`src/gtc_pkg.sv`:
```
package gtc_pkg;
  // ---------------------------------------------------------------
  // count layout
  // ---------------------------------------------------------------
  localparam int GTC_LOW_BITS = 5;
  localparam int GTC_HIGH_BITS = 8;
  localparam int GTC_CNT_BITS = GTC_LOW_BITS + GTC_HIGH_BITS;
  localparam logic [7:0] GTC_LOW_RESET = 8'h00;
  localparam logic [7:0] GTC_HIGH_RESET = 8'h00;
  // ---------------------------------------------------------------
  // prescale codes and divide ratios
  // ---------------------------------------------------------------
  localparam logic [1:0] GTC_PRE_DIV12 = 2'h0;
  localparam logic [1:0] GTC_PRE_DIV48 = 2'h2;
  localparam logic [1:0] GTC_PRE_EXT8 = 2'h3;
  localparam int GTC_SYS_DIV_A = 12;
  localparam int GTC_SYS_DIV_B = 48;
  localparam int GTC_EXT_DIV = 8;

  typedef struct packed {
    logic count_source_select;
    logic sysclk_select;
    logic run_control;
    logic gate_control;
    logic gate_polarity;
  } gtc_ctrl_s;

  typedef struct packed {
    logic load;
    logic [7:0] low;
    logic [7:0] high;
  } gtc_load_s;
endpackage : gtc_pkg

```
`src/gtc_timer_pair.sv`:
```
// How it works
// - counter mode counts falling edges on pin
// - fast select counts every system clock
// - otherwise counts the chosen prescaled tick
// - count only when run and gate allow
// - run bit never clears or preloads count
// - second timer built identically, own bits
// - second timer gated by second gate input
// - prescale codes 00/10/11 pick 12/48/ext8
// - irq only with enable and global enable
module gtc_timer_pair
  import gtc_pkg::*;
(
  input wire logic clk_i,
  input wire logic rst_i,
  input wire logic [1:0] clock_prescale_select_i,
  input wire logic external_oscillator_clock_i,
  input wire logic global_irq_enable_i,
  input wire logic overflow_irq_enable_a_i,
  input wire gtc_ctrl_s ctrl_a_i,
  input wire gtc_ctrl_s ctrl_b_i,
  input wire gtc_load_s load_a_i,
  input wire gtc_load_s load_b_i,
  input wire logic count_input_pin_a_i,
  input wire logic count_input_pin_b_i,
  input wire logic gate_input_a_i,
  input wire logic gate_input_b_i,
  input wire logic overflow_clear_a_i,
  input wire logic overflow_clear_b_i,
  output logic [7:0] count_low_a_o,
  output logic [7:0] count_high_a_o,
  output logic [7:0] count_low_b_o,
  output logic [7:0] count_high_b_o,
  output logic overflow_flag_a_o,
  output logic overflow_flag_b_o,
  output logic timer_a_irq_o
);
  // ---------------------------------------------------------------
  // shared prescaler
  // ---------------------------------------------------------------
  logic [5:0] sys_div_reg;
  logic [2:0] ext_div_reg;
  logic ext_sync1_reg;
  logic ext_sync2_reg;
  logic ext_prev_reg;
  logic ext_rise;
  logic tick12;
  logic tick48;
  logic tick_ext;
  logic pre_tick;
  logic [5:0] sys_div_next;
  logic sel_ext8;
  logic sel_div48;

  assign tick48 = (sys_div_reg == 6'(GTC_SYS_DIV_B - 1));
  // div-12 tick aligned within the div-48 frame
  assign tick12 = (sys_div_reg == 6'(GTC_SYS_DIV_A - 1)) || (sys_div_reg == 6'(2 * GTC_SYS_DIV_A - 1))
    || (sys_div_reg == 6'(3 * GTC_SYS_DIV_A - 1)) || tick48;
  assign sys_div_next = tick48 ? 6'h00 : sys_div_reg + 6'h01;
  assign ext_rise = ext_sync2_reg && !ext_prev_reg;
  assign tick_ext = ext_rise && (ext_div_reg == 3'(GTC_EXT_DIV - 1));
  // code 01 is undefined; it falls back to div 12
  assign sel_ext8 = (clock_prescale_select_i == GTC_PRE_EXT8);
  assign sel_div48 = (clock_prescale_select_i == GTC_PRE_DIV48);
  assign pre_tick = sel_ext8 ? tick_ext : (sel_div48 ? tick48 : tick12);

  always_ff @(posedge clk_i or posedge rst_i) begin
    if (rst_i) begin
      sys_div_reg <= 6'h00;
    end else begin
      sys_div_reg <= sys_div_next;
    end
  end

  // ---------------------------------------------------------------
  // external oscillator divider
  // ---------------------------------------------------------------
  // the oscillator is asynchronous: two flops before the edge detect
  always_ff @(posedge clk_i or posedge rst_i) begin
    if (rst_i) begin
      ext_div_reg <= 3'h0;
      ext_sync1_reg <= 1'b0;
      ext_sync2_reg <= 1'b0;
      ext_prev_reg <= 1'b0;
    end else begin
      ext_sync1_reg <= external_oscillator_clock_i;
      ext_sync2_reg <= ext_sync1_reg;
      ext_prev_reg <= ext_sync2_reg;
      if (ext_rise) begin
        ext_div_reg <= ext_div_reg + 3'h1;
      end
    end
  end

  // ---------------------------------------------------------------
  // the two timers
  // ---------------------------------------------------------------
  gtc_timer_unit #(
    .LOW_BITS(GTC_LOW_BITS)
  ) u_timer_a (
    .clk_i(clk_i),
    .rst_i(rst_i),
    .ctrl_i(ctrl_a_i),
    .load_i(load_a_i),
    .pre_tick_i(pre_tick),
    .count_pin_i(count_input_pin_a_i),
    .gate_input_i(gate_input_a_i),
    .overflow_clear_i(overflow_clear_a_i),
    .count_low_o(count_low_a_o),
    .count_high_o(count_high_a_o),
    .overflow_o(overflow_flag_a_o)
  );

  gtc_timer_unit #(
    .LOW_BITS(GTC_LOW_BITS)
  ) u_timer_b (
    .clk_i(clk_i),
    .rst_i(rst_i),
    .ctrl_i(ctrl_b_i),
    .load_i(load_b_i),
    .pre_tick_i(pre_tick),
    .count_pin_i(count_input_pin_b_i),
    .gate_input_i(gate_input_b_i),
    .overflow_clear_i(overflow_clear_b_i),
    .count_low_o(count_low_b_o),
    .count_high_o(count_high_b_o),
    .overflow_o(overflow_flag_b_o)
  );

  // ---------------------------------------------------------------
  // timer a interrupt request
  // ---------------------------------------------------------------
  // combinational, so the request drops in the cycle the flag clears
  assign timer_a_irq_o = overflow_flag_a_o && overflow_irq_enable_a_i && global_irq_enable_i;
endmodule : gtc_timer_pair

module gtc_timer_unit
  import gtc_pkg::*;
#(
  parameter int LOW_BITS = GTC_LOW_BITS
)
(
  input wire logic clk_i,
  input wire logic rst_i,
  input wire gtc_ctrl_s ctrl_i,
  input wire gtc_load_s load_i,
  input wire logic pre_tick_i,
  input wire logic count_pin_i,
  input wire logic gate_input_i,
  input wire logic overflow_clear_i,
  output logic [7:0] count_low_o,
  output logic [7:0] count_high_o,
  output logic overflow_o
);
  logic [7:0] low_reg;
  logic [7:0] high_reg;
  logic ovf_reg;
  logic pin_prev_reg;
  logic pin_fall;
  logic tick;
  logic enable;
  logic advance;
  logic wrap;
  localparam int CNT_BITS = LOW_BITS + GTC_HIGH_BITS;
  logic gate_open;
  logic internal_tick;
  logic [CNT_BITS-1:0] cnt;
  logic [CNT_BITS-1:0] cnt_next;

  // ---------------------------------------------------------------
  // count source and enable
  // ---------------------------------------------------------------
  assign pin_fall = pin_prev_reg && !count_pin_i;
  assign internal_tick = ctrl_i.sysclk_select ? 1'b1 : pre_tick_i;
  assign tick = ctrl_i.count_source_select ? pin_fall : internal_tick;
  assign gate_open = !ctrl_i.gate_control || (gate_input_i == ctrl_i.gate_polarity);
  assign enable = ctrl_i.run_control && gate_open;
  assign advance = tick && enable;
  assign cnt = {high_reg, low_reg[LOW_BITS-1:0]};
  assign cnt_next = cnt + CNT_BITS'(1);
  assign wrap = advance && (cnt == {CNT_BITS{1'b1}});
  assign count_low_o = low_reg;
  assign count_high_o = high_reg;
  assign overflow_o = ovf_reg;

  // ---------------------------------------------------------------
  // count pin edge detect
  // ---------------------------------------------------------------
  // count pins are synchronous; reset high, so a pin that is low at release counts as a fall
  always_ff @(posedge clk_i or posedge rst_i) begin
    if (rst_i) begin
      pin_prev_reg <= 1'b1;
    end else begin
      pin_prev_reg <= count_pin_i;
    end
  end

  // ---------------------------------------------------------------
  // count register
  // ---------------------------------------------------------------
  // run bit only gates counting; the count is never cleared by it
  always_ff @(posedge clk_i or posedge rst_i) begin
    if (rst_i) begin
      low_reg <= GTC_LOW_RESET;
      high_reg <= GTC_HIGH_RESET;
    end else begin
      if (load_i.load) begin
        low_reg <= load_i.low;
        high_reg <= load_i.high;
      end else if (advance) begin
        // upper low bits are kept as stored
        low_reg <= {low_reg[7:LOW_BITS], cnt_next[LOW_BITS-1:0]};
        high_reg <= cnt_next[CNT_BITS-1:LOW_BITS];
      end
    end
  end

  // ---------------------------------------------------------------
  // overflow flag
  // ---------------------------------------------------------------
  // set wins over clear
  always_ff @(posedge clk_i or posedge rst_i) begin
    if (rst_i) begin
      ovf_reg <= 1'b0;
    end else if (wrap) begin
      ovf_reg <= 1'b1;
    end else if (overflow_clear_i) begin
      ovf_reg <= 1'b0;
    end
  end
endmodule : gtc_timer_unit

```
`config.mk`:
```
export PLATFORM = sky130hd
export DESIGN_NAME = gtc_timer_pair
export DESIGN_NICKNAME = d
export VERILOG_FILES = /design/src/gtc_pkg.sv /design/src/gtc_timer_pair.sv
export SDC_FILE = /design/constraint.sdc
export NUM_CORES = 1
export LEC_CHECK = 0
export BUFFER_PORTS_ARGS = -buffer_cell sky130_fd_sc_hd__buf_2
export CAP_MARGIN = 20
export CORE_ASPECT_RATIO = 1.1
export CORE_MARGIN = 2
export CORE_UTILIZATION = 30
export DETAILED_ROUTE_END_ITERATION = 10
export PLACE_DENSITY = 0.62
export SYNTH_ARGS = -nofsm -noshare
export SYNTH_HDL_FRONTEND = slang
export SYNTH_SLANG_ARGS = --single-unit
```
`constraint.sdc`:
```
create_clock -name clk_i -period 3.07 [get_ports clk_i]
set_input_delay 0.7675 -clock clk_i [delete_from_list [all_inputs] [get_ports clk_i]]
set_output_delay 0.7675 -clock clk_i [all_outputs]
set_load 0.1 [all_outputs]
```
* After elaboration in Yosys (flattened, before gate mapping)
Cells that the tools add are included.
** Storage, ports and cells
- Bits in registers :: 48
- Input port bits :: 57
- Output and inout port bits :: 35
- Word-level logic and storage cells :: 75
** Cells by class
- Add/subtract/negate cells :: 4
- Equal/unequal tests :: 11
- Muxes and demuxes :: 19
- Reduce and logical (&&, ||, !) cells :: 26
** Operators with widths (count)
- two-way mux 8 bit :: 6
- adder 13 x 1 -> 13 bit, second input constant :: 2
- == test 13 bit, second input constant :: 2
- == test 6 bit, second input constant :: 2
- logical AND 1 bit :: 12
- two-way mux 1 bit :: 10
- two-way mux 5 bit :: 2
- nonzero test 2 bit :: 4
- adder 6 x 1 -> 6 bit, second input constant :: 1
- == test 6 x 4 -> 1 bit, second input constant :: 1
- == test 6 x 5 -> 1 bit, second input constant :: 1
- two-way mux 6 bit :: 1
- logical NOT 1 bit :: 5
- logical OR 1 bit :: 5
- == test 2 bit, second input constant :: 2
- adder 3 x 1 -> 3 bit, second input constant :: 1
- == test 3 bit, second input constant :: 1
- == test 1 bit :: 2

* Depth between registers and ports, before layout
- Depth in word-level cells :: 11
- Depth in mapped cells :: 8
- Mapped depth without buffers :: 7

* Cells and area by module
From an unflattened synthesis, not the netlist that was laid out.
** Unflattened totals
- Cells, all modules :: 273
- Area, all modules :: 2583.7 µm²
** Modules (own cells, without submodules)
- gtc_timer_unit :: instances 2, cells an instance 113, area each 1026.0 µm², sequential area each 451.7 µm²
- gtc_timer_pair :: instances 1, cells an instance 47, area each 531.8 µm², sequential area each 300.3 µm²

* Worst setup path after synthesis
Ideal clock, no wire load.
- Path type :: flip-flop to output port
- Start point :: register u_timer_a.ovf_reg, in the netlist u_timer_a.overflow_o
- End point :: output timer_a_irq_o
- Arrival time :: 1.832 ns
- Data required time :: 2.303 ns
- Setup slack :: 0.471 ns
- Stages on the path, launching flop included :: 2
- Buffers on the path :: 0
- Cell sequence :: dfrtp_1 -> and3_1
** Between the ends
- Longest elaborated chain between the ends :: 2
** RTL lines
- start: declaration :: line gtc_timer_pair.sv:157 : logic ovf_reg;
- start signal: assignment :: line gtc_timer_pair.sv:224 : ovf_reg <= 1'b0;
- start signal: assignment :: line gtc_timer_pair.sv:226 : ovf_reg <= 1'b1;
- start signal: assignment :: line gtc_timer_pair.sv:228 : ovf_reg <= 1'b0;
- logical AND 1 bit (2 in a row) :: line gtc_timer_pair.sv:134 : assign timer_a_irq_o = overflow_flag_a_o && overflow_irq_enable_a_i && global_irq_enable_i;
- end: declaration :: line gtc_timer_pair.sv:36 : output logic timer_a_irq_o
No other way between the ends.

* Worst setup path after layout
- Start point :: register sys_div_reg[0]
- End point :: register u_timer_b.high_reg[6], in the netlist u_timer_b.count_high_o[6]
** Between the ends
- Longest elaborated chain between the ends :: 10
- Elaborated cells on any way between the ends :: 13
- Those cells by class :: eq/ne (4); mux (4); reduce/logical (5)
** RTL lines
- start: declaration :: line gtc_timer_pair.sv:41 : logic [5:0] sys_div_reg;
- start signal: assignment :: line gtc_timer_pair.sv:71 : sys_div_reg <= sys_div_next;
- == test 6 x 4 -> 1 bit or == test 6 x 5 -> 1 bit (tied branches) :: line gtc_timer_pair.sv:57 : assign tick12 = (sys_div_reg == 6'(GTC_SYS_DIV_A - 1)) || (sys_div_reg == 6'(2 * GTC_SYS_DIV_A - 1))
- logical OR 1 bit :: line gtc_timer_pair.sv:57
- logical OR 1 bit (2 in a row) :: line gtc_timer_pair.sv:58 : || (sys_div_reg == 6'(3 * GTC_SYS_DIV_A - 1)) || tick48;
- two-way mux 1 bit * (2 in a row) :: line gtc_timer_pair.sv:65 : assign pre_tick = sel_ext8 ? tick_ext : (sel_div48 ? tick48 : tick12);
- two-way mux 1 bit * :: line gtc_timer_pair.sv:174 : assign internal_tick = ctrl_i.sysclk_select ? 1'b1 : pre_tick_i;
- two-way mux 1 bit * :: line gtc_timer_pair.sv:175 : assign tick = ctrl_i.count_source_select ? pin_fall : internal_tick;
- logical AND 1 bit * :: line gtc_timer_pair.sv:178 : assign advance = tick && enable;
- nonzero test 2 bit (no source line) *
- end signal: assignment :: line gtc_timer_pair.sv:209 : high_reg <= load_i.high;
- end signal: assignment :: line gtc_timer_pair.sv:213 : high_reg <= cnt_next[CNT_BITS-1:LOW_BITS];
- end: declaration :: line gtc_timer_pair.sv:156 : logic [7:0] high_reg;
Mark *: on every way between the ends. The rest lies on a longest branch, timed or not.
A chain may end at the register's enable or synchronous reset.

==> reports/results.tsv <==
metric	value	unit
power_frac_comb	33.3	%
n_antenna_cell	0	
dp_hpwl	4410	µm
startpoint_type	register	
critical_path_buf_inv_count	1	
core	8230	µm²
clkTransAtPathRegs	0.09	ns
period_share	74.8	%
internal-power	1.02	mW
synthesis.area	2510	µm²
p_switching	704	µW
setup_ws	0.773	ns
multi_input_area	1220	µm²
critPathCaptureType	register	
ys_seq_area_share	47.9	%
grt_max_degree	29	
rsz0062_at_grt	false	
cp_cell_sequence	ha_1 -> nor4bb_1 -> o21ai_1 -> a211oi_2 -> buf_4 -> nor2_1 -> or4_1 -> nand3_1	
cp_top_family	simple AND/OR/NAND/NOR gates	
status	finished clean	
synth-edff-count	0	
start_util	30.5	%
post-place-ws	0.556	ns
clock-sinks	48	
dpl-instance-area	3100	µm²
yosysUniqueCellTypes	41	
hold_viol_final	0	
clkLatencyLatePin	0.29	ns
syn_nets	310	
die_w	91.2	µm
max_stage_delay	0.53	ns
wl_per_cell	12.9	µm
slowest_stage	or4_1	
ir_drop	0.000252	V
post_synth.cell_area_avg	10.2	µm²
overflow	0	
async_flop_share	100	%
clock.fmax	0.435	GHz
synth_flop_cell	dfrtp_1	
p_sw_share	40.9	%
grt_use_total	12.4	%
synth_top_area_share	45.8	%
clockBufferDepth	2	
synth_area_leaders	dfrtp_1 46%, xor2_1 7.7%, o21ai_0 5.4%	
ys_top_cells_by_count	46 x dfrtp_1, 27 x nand2_1, 27 x o21ai_0	
nets	401	
cts_resized	0	
fillers	871	
slew_headroom	67.3	%
grt_pass1_wl	9340	µm
synth_top_area_cell	dfrtp_1	
cts_max_level	2	
p_total	1.72	mW
dr.pass1.iters	4	
antenna_found_initial	0	
slew_viol_final	0	
rows	35	
worstSetupPathType	reg -> reg	
crit_fanout	11	
io_pins	92	
tritoncts	built	
cp.arrival	2.53	ns
synthCells	247	
synth_warnings	0	
ctsHoldBuffers	0	
stdcell_area	3190	µm²
detail-route-antenna-nets	0	
drtIter0Drc	85	
drt-total-wl	5810	µm
cts_buffers	5	
grt_pass1_vias	2015	
tns	0	ns
min_period	2.30	ns
tightest_slew	0.494	ns
powerDensity	540	nW/µm²
cts_setup_buffers	0	
hold_class	reg -> reg	
vias_per_cell	4.76	
synth.most_common_cell	dfrtp_1	
synthToLayoutAreaGrowth	27.1	%
die_y	100	µm
drive_gt1_share	35.4	%
cts_root_buffer	clkbuf_8	
cap_violations	0	
dr_total_vias	2143	
leakagePower	1.49	nW
port-buffer-count	91	
fin_skew	0.0127	ns
p_clk_share	22.6	%
place_congestion	0.855	
finalSetupViolCount	0	
ys_ff_latch	48	
seq_area	1200	µm²
p_seq_share	44.1	%
die_area	9120	µm²
drc	0	
cp.required	3.31	ns
[worst register-to-register path, delay by kind of cell, from the launching register on]
family / cells / cell delay, ns
buffers and inverters: 1 / 0.20
adders and majority gates: 1 / 0.23
AOI/OAI and AO/OA: 2 / 0.39
DFF: 1 / 0.42
and+or+nand+nor: 4 / 1.01
[per-stage QoR]
stage	cells	utilization [%]	hold slack, ns
2_1_floorplan	247	-	0.331
3_3_place_gp	442	37.6	0.342
3_5_place_dp	442	37.6	0.345
4_1_cts	450	38.8	0.366
5_1_grt	450	38.8	0.384
6_report	450	38.8	0.360
[final cells by class]
type                       instances  share of cell area [%]
clock inverter                     1                   0.235
inverter                           8                   0.941
sequential                        48                    37.7
tap                              111                    4.35
multi-input combinational        178                    38.4
clock buffer                       7                    2.71
timing repair buffer              97                    15.7
[layer usage]
metal  part of all wire [%]  track usage, %
met5                      0               0
met4                   0.77            2.80
met3                    5.4            3.08
met2                     50            21.3
met1                     44            15.9
[cell usage in the layout (no fill, tap or decap), types with 6 or more instances in the layout]
cell type and count:
buf_2 91, dfrtp_1 46, nand2_1 27, o21ai_0 27, xor2_1 22, mux2_2 12
and3_1 11, o211ai_1 11, nand3_1 7, nor2_1 7, inv_1 7, o2111ai_1 7
xnor2_1 6, ha_1 6, clkbuf_8 6, buf_4 6
[power groups by stage]
| stage | combinational, mW | clock [mW] | sequential (mW) |
|---|---|---|---|
| 2_1_floorplan | 0.139 | 0 | 1.08 |
| 3_3_place_gp | 0.574 | 0 | 0.769 |
| 3_5_place_dp | 0.579 | 0 | 0.772 |
| 4_1_cts | 0.580 | 0.415 | 0.760 |
| 5_1_grt | 0.610 | 0.438 | 0.771 |
| 6_report | 0.574 | 0.389 | 0.759 |
[path summary, 6_finish.rpt]
path	endpoint	start	slack, ns	cells after the start
worst max-delay path	u_timer_b.count_high_o[6]	sys_div_reg[0]	0.77	8
worst min-delay path	ext_sync2_reg	ext_sync1_reg	0.36	0
worst max register to register	u_timer_b.count_high_o[6]	sys_div_reg[0]	0.77	8
worst min register to register	ext_sync2_reg	ext_sync1_reg	0.36	0
max in group asynchronous	u_timer_a.pin_prev_reg	rst_i	2.02	3
min in group asynchronous	u_timer_b.count_low_o[5]	rst_i	0.42	2
[kinds of logic (layout without fill, tap and decap cells)]
group           count (synthesis)  in the layout  share of synthesized area, %
compound gates                 59             59                          15.2
xor+xnor                       28             28                          9.77
fa+ha+maj                       6              6                          2.99
buf+inv                        21            113                          3.34
flops                          48             48                          47.9
mux                            14             14                          6.23
simple gates                   71             71                          14.5
(Power assumes the default switching activity.)
